==> src/lcpi_pkg.sv <==
// Shared constants and carrier types for the common polarity inversion block
package lcpi_pkg;

    // Synchroniser depth for pin inputs
    localparam int SYNC_STAGES = 3;

    // Values after reset
    localparam logic POL_RESET = 1'b0;
    localparam logic CS_RESET = 1'b1;

    // Pin inputs after synchronisation
    typedef struct packed {
        logic polarity_toggle;
        logic chip_select;
        logic display_on;
    } lcpi_pins_t;

    // Number of pin inputs in the bundle
    localparam int PIN_WIDTH = $bits(lcpi_pins_t);

    // Serial command header flag that this block never looks at
    typedef struct packed {
        logic polarity_flag_bit;
    } lcpi_header_t;

endpackage

==> src/lcpi_sync.sv <==
// Three-stage synchroniser with agreement filter for a bundle of pins
`timescale 1ns/1ps
module lcpi_sync #(
    parameter int WIDTH = lcpi_pkg::PIN_WIDTH,
    parameter logic [WIDTH-1:0] INIT = '0
) (
    // Clock and reset
    input wire logic core_clk,
    input wire logic rst_n,
    // Raw pins and filtered result
    input wire logic [WIDTH-1:0] pins_raw,
    output logic [WIDTH-1:0] pins_filt
);
    logic [WIDTH-1:0] s1_q;
    logic [WIDTH-1:0] s2_q;
    logic [WIDTH-1:0] s3_q;
    logic [WIDTH-1:0] out_q;

    // The stage chain below is written out for a three-stage filter
    if (WIDTH < 1 || lcpi_pkg::SYNC_STAGES != 3) begin : g_bad_cfg
        $error("lcpi_sync: unsupported WIDTH or stage count");
    end

    always_ff @(posedge core_clk) begin
        if (!rst_n) begin
            s1_q <= INIT;
            s2_q <= INIT;
            s3_q <= INIT;
        end else begin
            s1_q <= pins_raw;
            s2_q <= s1_q;
            s3_q <= s2_q;
        end
    end

    // A bit moves only once the second and third stage agree
    genvar i;
    generate
        for (i = 0; i < WIDTH; i++) begin : g_agree
            always_ff @(posedge core_clk) begin
                if (!rst_n) begin
                    out_q[i] <= INIT[i];
                end else if (s2_q[i] == s3_q[i]) begin
                    out_q[i] <= s3_q[i];
                end
            end
        end
    endgenerate

    assign pins_filt = out_q;
endmodule // lcpi_sync

==> src/lcpi_core.sv <==
// Common electrode polarity inversion driven by the hardware toggle pin
`timescale 1ns/1ps
// Contract
// - Inversion comes only from the hardware toggle input, never software.
// - While display-on is low, no polarity inversion takes place.
// - A rising edge of the toggle input while display-on is high arms a pending inversion.
// - The internal polarity state flips on each toggle rising edge while display-on is high.
// - With chip select high at arming, the change applies at its next fall; the core drops it instead if display-on goes low first.
// - With chip select low at arming, the change applies at once.
// - The polarity flag bit of the command header is ignored.
module lcpi_core (
    // Clock and reset
    input wire logic core_clk,
    input wire logic rst_n,
    // Pins from the host
    input wire logic polarity_toggle_input,
    input wire logic serial_chip_select,
    input wire logic display_on_input,
    // Header flag from the serial front end, unused
    input wire lcpi_pkg::lcpi_header_t cmd_header,
    // Panel bias and state view
    output logic common_electrode_polarity,
    output logic internal_polarity_state,
    output logic inversion_pending
);
    lcpi_pkg::lcpi_pins_t raw_pins;
    lcpi_pkg::lcpi_pins_t pins;
    logic toggle_prev_q;
    logic cs_prev_q;
    logic toggle_rise;
    logic cs_fall;
    logic pol_state_q;
    logic common_electrode_polarity_q;
    logic pending_q;
    logic hdr_unused;

    assign raw_pins = '{polarity_toggle: polarity_toggle_input,
                        chip_select: serial_chip_select,
                        display_on: display_on_input};

    // Pins reach the edge detectors four cycles after they move, so a
    // toggle or select pulse shorter than about two cycles may be lost;
    // the host pace is slow enough that this never matters.
    lcpi_sync #(
        .WIDTH(lcpi_pkg::PIN_WIDTH),
        .INIT({1'b0, lcpi_pkg::CS_RESET, 1'b0})
    ) u_sync (
        .core_clk(core_clk),
        .rst_n(rst_n),
        .pins_raw(raw_pins),
        .pins_filt(pins)
    );

    // Header flag deliberately discarded: inversion is hardware only
    assign hdr_unused = cmd_header.polarity_flag_bit;

    always_ff @(posedge core_clk) begin
        if (!rst_n) begin
            toggle_prev_q <= 1'b0;
            cs_prev_q <= lcpi_pkg::CS_RESET;
        end else begin
            toggle_prev_q <= pins.polarity_toggle;
            cs_prev_q <= pins.chip_select;
        end
    end

    assign toggle_rise = pins.polarity_toggle && !toggle_prev_q;
    assign cs_fall = cs_prev_q && !pins.chip_select;

    // Internal state flips on each toggle rise while the display is on
    always_ff @(posedge core_clk) begin
        if (!rst_n) begin
            pol_state_q <= lcpi_pkg::POL_RESET;
        end else if (toggle_rise && pins.display_on) begin
            pol_state_q <= !pol_state_q;
        end
        // Otherwise holds
    end

    // Pending change waits for a chip select fall, or applies if low
    // Two rises before one fall cancel out in the bias; the state keeps count
    always_ff @(posedge core_clk) begin
        if (!rst_n) begin
            pending_q <= 1'b0;
        end else if (!pins.display_on) begin
            pending_q <= 1'b0;
        end else if (toggle_rise && pins.chip_select) begin
            pending_q <= 1'b1;
        end else if (cs_fall || !pins.chip_select) begin
            pending_q <= 1'b0;
        end
    end

    // Bias follows the state; a toggle arriving with CS low lands at once
    // Display off drops an armed change, so the bias may lag the state
    // until the next toggle; a blanked panel is never re-biased
    always_ff @(posedge core_clk) begin
        if (!rst_n) begin
            common_electrode_polarity_q <= lcpi_pkg::POL_RESET;
        end else if (!pins.display_on) begin
            common_electrode_polarity_q <= common_electrode_polarity_q;
        end else if (toggle_rise && !pins.chip_select) begin
            common_electrode_polarity_q <= !pol_state_q;
        end else if (pending_q && cs_fall) begin
            common_electrode_polarity_q <= pol_state_q;
        end
    end

    assign common_electrode_polarity = common_electrode_polarity_q;
    assign internal_polarity_state = pol_state_q;
    assign inversion_pending = pending_q;

    // Checks on the registered state, seen through the filtered pins
    property p_state_flips;
        @(posedge core_clk) disable iff (!rst_n)
        (toggle_rise && pins.display_on)
            |=> (pol_state_q != $past(pol_state_q));
    endproperty
    a_state_flips: assert property (p_state_flips)
        else $error("polarity state did not flip on toggle rise");

    property p_state_holds;
        @(posedge core_clk) disable iff (!rst_n)
        !(toggle_rise && pins.display_on) |=> $stable(pol_state_q);
    endproperty
    a_state_holds: assert property (p_state_holds)
        else $error("polarity state changed without toggle rise");

    property p_off_frozen;
        @(posedge core_clk) disable iff (!rst_n)
        !pins.display_on |=> $stable(common_electrode_polarity_q) && $stable(pol_state_q);
    endproperty
    a_off_frozen: assert property (p_off_frozen)
        else $error("inversion while display off");

    property p_immediate;
        @(posedge core_clk) disable iff (!rst_n)
        (toggle_rise && !pins.chip_select && pins.display_on)
            |=> common_electrode_polarity_q == pol_state_q;
    endproperty
    a_immediate: assert property (p_immediate)
        else $error("bias not applied at once with chip select low");

    property p_arm;
        @(posedge core_clk) disable iff (!rst_n)
        (toggle_rise && pins.chip_select && pins.display_on)
            |=> pending_q && $stable(common_electrode_polarity_q);
    endproperty
    a_arm: assert property (p_arm)
        else $error("toggle rise did not arm pending change");

    property p_apply_on_fall;
        @(posedge core_clk) disable iff (!rst_n)
        (pending_q && cs_fall && pins.display_on && !toggle_rise)
            |=> common_electrode_polarity_q == pol_state_q && !pending_q;
    endproperty
    a_apply_on_fall: assert property (p_apply_on_fall)
        else $error("pending change not applied at chip select fall");

    property p_wait_cs;
        @(posedge core_clk) disable iff (!rst_n)
        (pending_q && pins.chip_select && !toggle_rise) |=> $stable(common_electrode_polarity_q);
    endproperty
    a_wait_cs: assert property (p_wait_cs)
        else $error("bias moved before chip select fell");

    property p_only_toggle;
        @(posedge core_clk) disable iff (!rst_n)
        !toggle_rise && !pending_q |=> $stable(common_electrode_polarity_q);
    endproperty
    a_only_toggle: assert property (p_only_toggle)
        else $error("bias moved without a toggle");

    property p_off_clears;
        @(posedge core_clk) disable iff (!rst_n)
        !pins.display_on |=> !pending_q;
    endproperty
    a_off_clears: assert property (p_off_clears)
        else $error("pending change kept while display off");

    property p_cs_low_idle;
        @(posedge core_clk) disable iff (!rst_n)
        (pins.display_on && !pins.chip_select) |=> !pending_q;
    endproperty
    a_cs_low_idle: assert property (p_cs_low_idle)
        else $error("change left pending with chip select low");

    property p_pend_holds;
        @(posedge core_clk) disable iff (!rst_n)
        (pending_q && pins.chip_select && pins.display_on)
            |=> pending_q;
    endproperty
    a_pend_holds: assert property (p_pend_holds)
        else $error("pending change lost before chip select fell");

    property p_arm_needs_rise;
        @(posedge core_clk) disable iff (!rst_n)
        (!toggle_rise && !pending_q) |=> !pending_q;
    endproperty
    a_arm_needs_rise: assert property (p_arm_needs_rise)
        else $error("change armed without a toggle rise");

    property p_rise_when_off;
        @(posedge core_clk) disable iff (!rst_n)
        (toggle_rise && !pins.display_on)
            |=> $stable(pol_state_q) && !pending_q;
    endproperty
    a_rise_when_off: assert property (p_rise_when_off)
        else $error("toggle rise acted while display off");

    property p_cs_rise_quiet;
        @(posedge core_clk) disable iff (!rst_n)
        (!cs_prev_q && pins.chip_select && !toggle_rise)
            |=> $stable(common_electrode_polarity_q) && $stable(pol_state_q);
    endproperty
    a_cs_rise_quiet: assert property (p_cs_rise_quiet)
        else $error("bias moved on a chip select rise");
endmodule // lcpi_core

==> config.mk <==
export PLATFORM = sky130hd
export DESIGN_NAME = lcpi_core
export DESIGN_NICKNAME = d
export VERILOG_FILES = /design/src/lcpi_pkg.sv /design/src/lcpi_sync.sv /design/src/lcpi_core.sv
export SDC_FILE = /design/constraint.sdc
export NUM_CORES = 1
export LEC_CHECK = 0
export ABC_AREA = 1
export BUFFER_PORTS_ARGS = -buffer_cell sky130_fd_sc_hd__buf_2
export CORE_AREA = 3 3 40 42
export CTS_CLUSTER_DIAMETER = 120
export CTS_CLUSTER_SIZE = 20
export DETAILED_ROUTE_END_ITERATION = 10
export DIE_AREA = 0 0 43 45
export HOLD_SLACK_MARGIN = 0.03
export PLACE_DENSITY = 0.68
export SLEW_MARGIN = 20
export SYNTH_ARGS = -nofsm -noshare
export SYNTH_HDL_FRONTEND = slang
export SYNTH_SLANG_ARGS = --single-unit
==> constraint.sdc <==
create_clock -name core_clk -period 0.8 [get_ports core_clk]
set_input_delay 0.16 -clock core_clk [delete_from_list [all_inputs] [get_ports core_clk]]
set_output_delay 0.16 -clock core_clk [all_outputs]
set_load 0.05 [all_outputs]
==> key figures <==
Worst setup path
  – CP max FO: 2
  – Critical path required time: 0.64 ns
  – CP max-delay cell: dfxtp_4
  – Crit path launch type: register
  – CP Capture Type: output pin
  – Buffers & Inverters on Critical Path: 1
  – Crit path depth: 1
  – R2R cell count: 6
  – Crit path cell chain: buf_8
  – Arrival time worst endpoint: 0.79 ns
  – Worst setup path category: reg2out
  – Crit-path max cell delay: 0.36 ns
  – CP top delay family: flip-flops

Detailed routing
  – WL/cell: 8.78 um
  – Post-route ant nets: 0
  – Initial drt markers: 1
  – Routed vias/inst: 4.36
  – DR pass1 iterations: 2
  – Post-Route WL: 931 um
  – Vias: 462
  – # DRC: 0

Timing
  – RSZ-0062 raised after global routing: yes
  – Max-slew violations: 0
  – Hold Violations, Final: 0
  – Setup ws final: -0.148 ns
  – Hold WS: 0.0477 ns
  – Fmax: 1050 MHz
  – Clk_skew: 0.00604 ns
  – Final min period: 0.948 ns
  – # setup viols final: 7
  – Max-slew headroom: 0.897
  – Final worst-path cycle share: 1.18
  – Least-Margin Pin Slew: 0.154 ns

Logic synthesis
  – Sequential-to-total area share from yosys stat: 0.585
  – Netlist cell types: 15
  – Syn Nets: 78
  – Seq cells post-synth: 17
  – Post-synthesis cell area: 582 um2
  – Cells after synthesis: 72
  – Mean Syn Cell Area: 8.08 um2
  – Ys Warns: 0

Power
  – P_sw: 0.000291 W
  – Sequential power share: 0.634
  – Pint: 0.00108 W
  – Clock share of power: 0.328
  – Logic pwr share: 0.038
  – Worst vdd ir: 0.00139 V
  – Power Density: 1710 nW/um2
  – Sw Ratio: 0.213
  – Pleak: 0.424 nW

Finish
  – Antenna Cells: 0
  – Fraction of layout cells with a size suffix above 1: 0.407
  – Final net count: 98
  – Area Growth Syn to Fin: 37.6%

Clock network
  – TritonCTS Buffers: 3
  – H-tree depth: 1
  – CTS tree: yes
  – CTS Buffer Depth: 2
  – Clock slew at reported path FFs: 0.10 ns
  – CTS Hold Bufs: 0
  – Clock sinks: 17
  – Clk_lat worst skew: 0.29 ns
  – Clock Root Buffer: clkbuf_4

Floorplanning
  – I/O pin cnt: 9
  – Chip width: 43 um
  – Die height: 45 um
  – Starting density of the core: 0.453
  – Core area: 1280 um2
  – FP Rows: 13
  – Die ar.: 1940 um2

Global routing
  – Met2 GRT Util: 0.198
  – Largest net degree at the start of global routing: 10
  – First-pass GRT wire length: 1.59 mm
  – Total gr overflow: 0
  – Initial antenna violation count: 0
  – Busiest grt layer: met2
  – Total track usage: 0.113
  – Met3 GRT Util: 0.0239
  – Vias in the first global route: 446
  – GR Util met1: 0.121

Worst hold path
  – Hold crit path type: in2reg
  – Hold path cells: 3

Place
  – GP Congestion: 0.729
  – HPWL after detailed placement: 649 um
  – PortBufs: 7
  – Place WS: -0.0735 ns

Run
  – Max-cap viol count: 0

Run status
  – Outcome: finished with violations
  – Failing checks: negative setup slack
## metal layers
layer	part of all wire	vias to the layer above	wire, um
met5	0	-	0
met4	0.0097	0	9
met3	0.056	2	52
met2	0.48	10	443
met1	0.46	200	425
li1	-	250	-
## Yosys cell counts, drive strengths merged
master / number / area [um2]
buf: 1 / 5.00
nor2: 6 / 30.0
o21bai: 1 / 7.51
dfxtp: 17 / 340
o21ai: 3 / 15.0
nor3: 1 / 5.00
o211ai: 1 / 7.51
nand2: 20 / 75.1
or2: 2 / 12.5
inv: 16 / 60.1
xor2: 1 / 8.76
a21oi: 3 / 15.0
## sequential cells by signal (all words and copies together), names as in the netlist
name / cells
cs_prev_q: 1
internal_polarity_state: 1
u_sync.s1_q: 3
u_sync.s2_q: 3
common_electrode_polarity: 1
inversion_pending: 1
u_sync.s3_q: 3
toggle_prev_q: 1
u_sync.pins_filt: 3
## worst paths after layout
check | from | end | slack (ns)
worst max-delay path | internal_polarity_state$_SDFFE_PN0P_ | internal_polarity_state | -0.15
worst min-delay path | polarity_toggle_input | u_sync.s1_q[2]$_SDFF_PN0_ | 0.05
worst max register to register | inversion_pending$_SDFFE_PN0P_ | common_electrode_polarity$_SDFFE_PN0P_ | -0.10
worst min register to register | u_sync.s1_q[1]$_SDFF_PN1_ | u_sync.s2_q[1]$_SDFF_PN1_ | 0.41
## final cells by class
| type | instances | area [um2] |
|---|---|---|
| Multi-Input combinational cell | 38 | 208 |
| Tap cell | 15 | 18.8 |
| Clock buffer | 4 | 26.3 |
| Inverter | 16 | 60.1 |
| Fill cell | 102 | 484 |
| Sequential cell | 17 | 352 |
| Timing Repair Buffer | 16 | 136 |
## cell usage in the layout (no fill, tap or decap)
master    instances
xor2_1            1
buf_6             1
nand2_4           1
clkbuf_4          3
dfxtp_4           2
nand2_1          17
o21ai_1           1
nand2_2           2
dfxtp_2           3
dfxtp_1          12
nor2_4            1
o211ai_1          1
buf_2             4
buf_4             8
nor3_1            1
o21bai_1          1
inv_1            12
inv_2             4
clkbuf_1          1
nor2_1            5
or2_1             2
buf_8             3
a21oi_2           3
o21ai_2           2
## power groups by stage
stage	Combinational, W	Sequential (W)	Clock (W)
floorplan	0.0000250	0.000882	0
global placement	0.0000475	0.000883	0
detailed placement	0.0000487	0.000884	0
CTS	0.0000501	0.000865	0.000460
global route	0.0000597	0.000869	0.000493
finish	0.0000521	0.000867	0.000448
## kinds of logic (layout without fill, tap and decap cells)
family	count (synthesis)	in the layout	synth area share
AO/OA/AOI/OAI	8	8	0.0774
XOR/XNOR	1	1	0.0151
buffers and inverters	17	36	0.112
flip-flops	17	17	0.585
AND/OR/NAND/NOR	29	29	0.211
## what timing repair did
item	in CTS	in global routing
setup buffers	2	0
resized for setup	14	7
endpoints found under the setup margin	8	9
pin swaps	1	3
gates cloned	0	0
endpoints found under the hold margin	0	0
## through the flow
stage          utilization  total power, W  TNS [ns]  cell area, um2  cells
6_report             0.623         0.00137    -0.658             801    106
5_1_grt              0.623         0.00142     -1.05             801    106
4_1_cts              0.608         0.00138    -0.677             781    106
3_5_place_dp         0.544        0.000933    -0.131             699    100
3_3_place_gp         0.544        0.000931   -0.0773             699    100
2_1_floorplan            -        0.000907   -0.0759             598     72
Power figures use the tool's default switching activity.
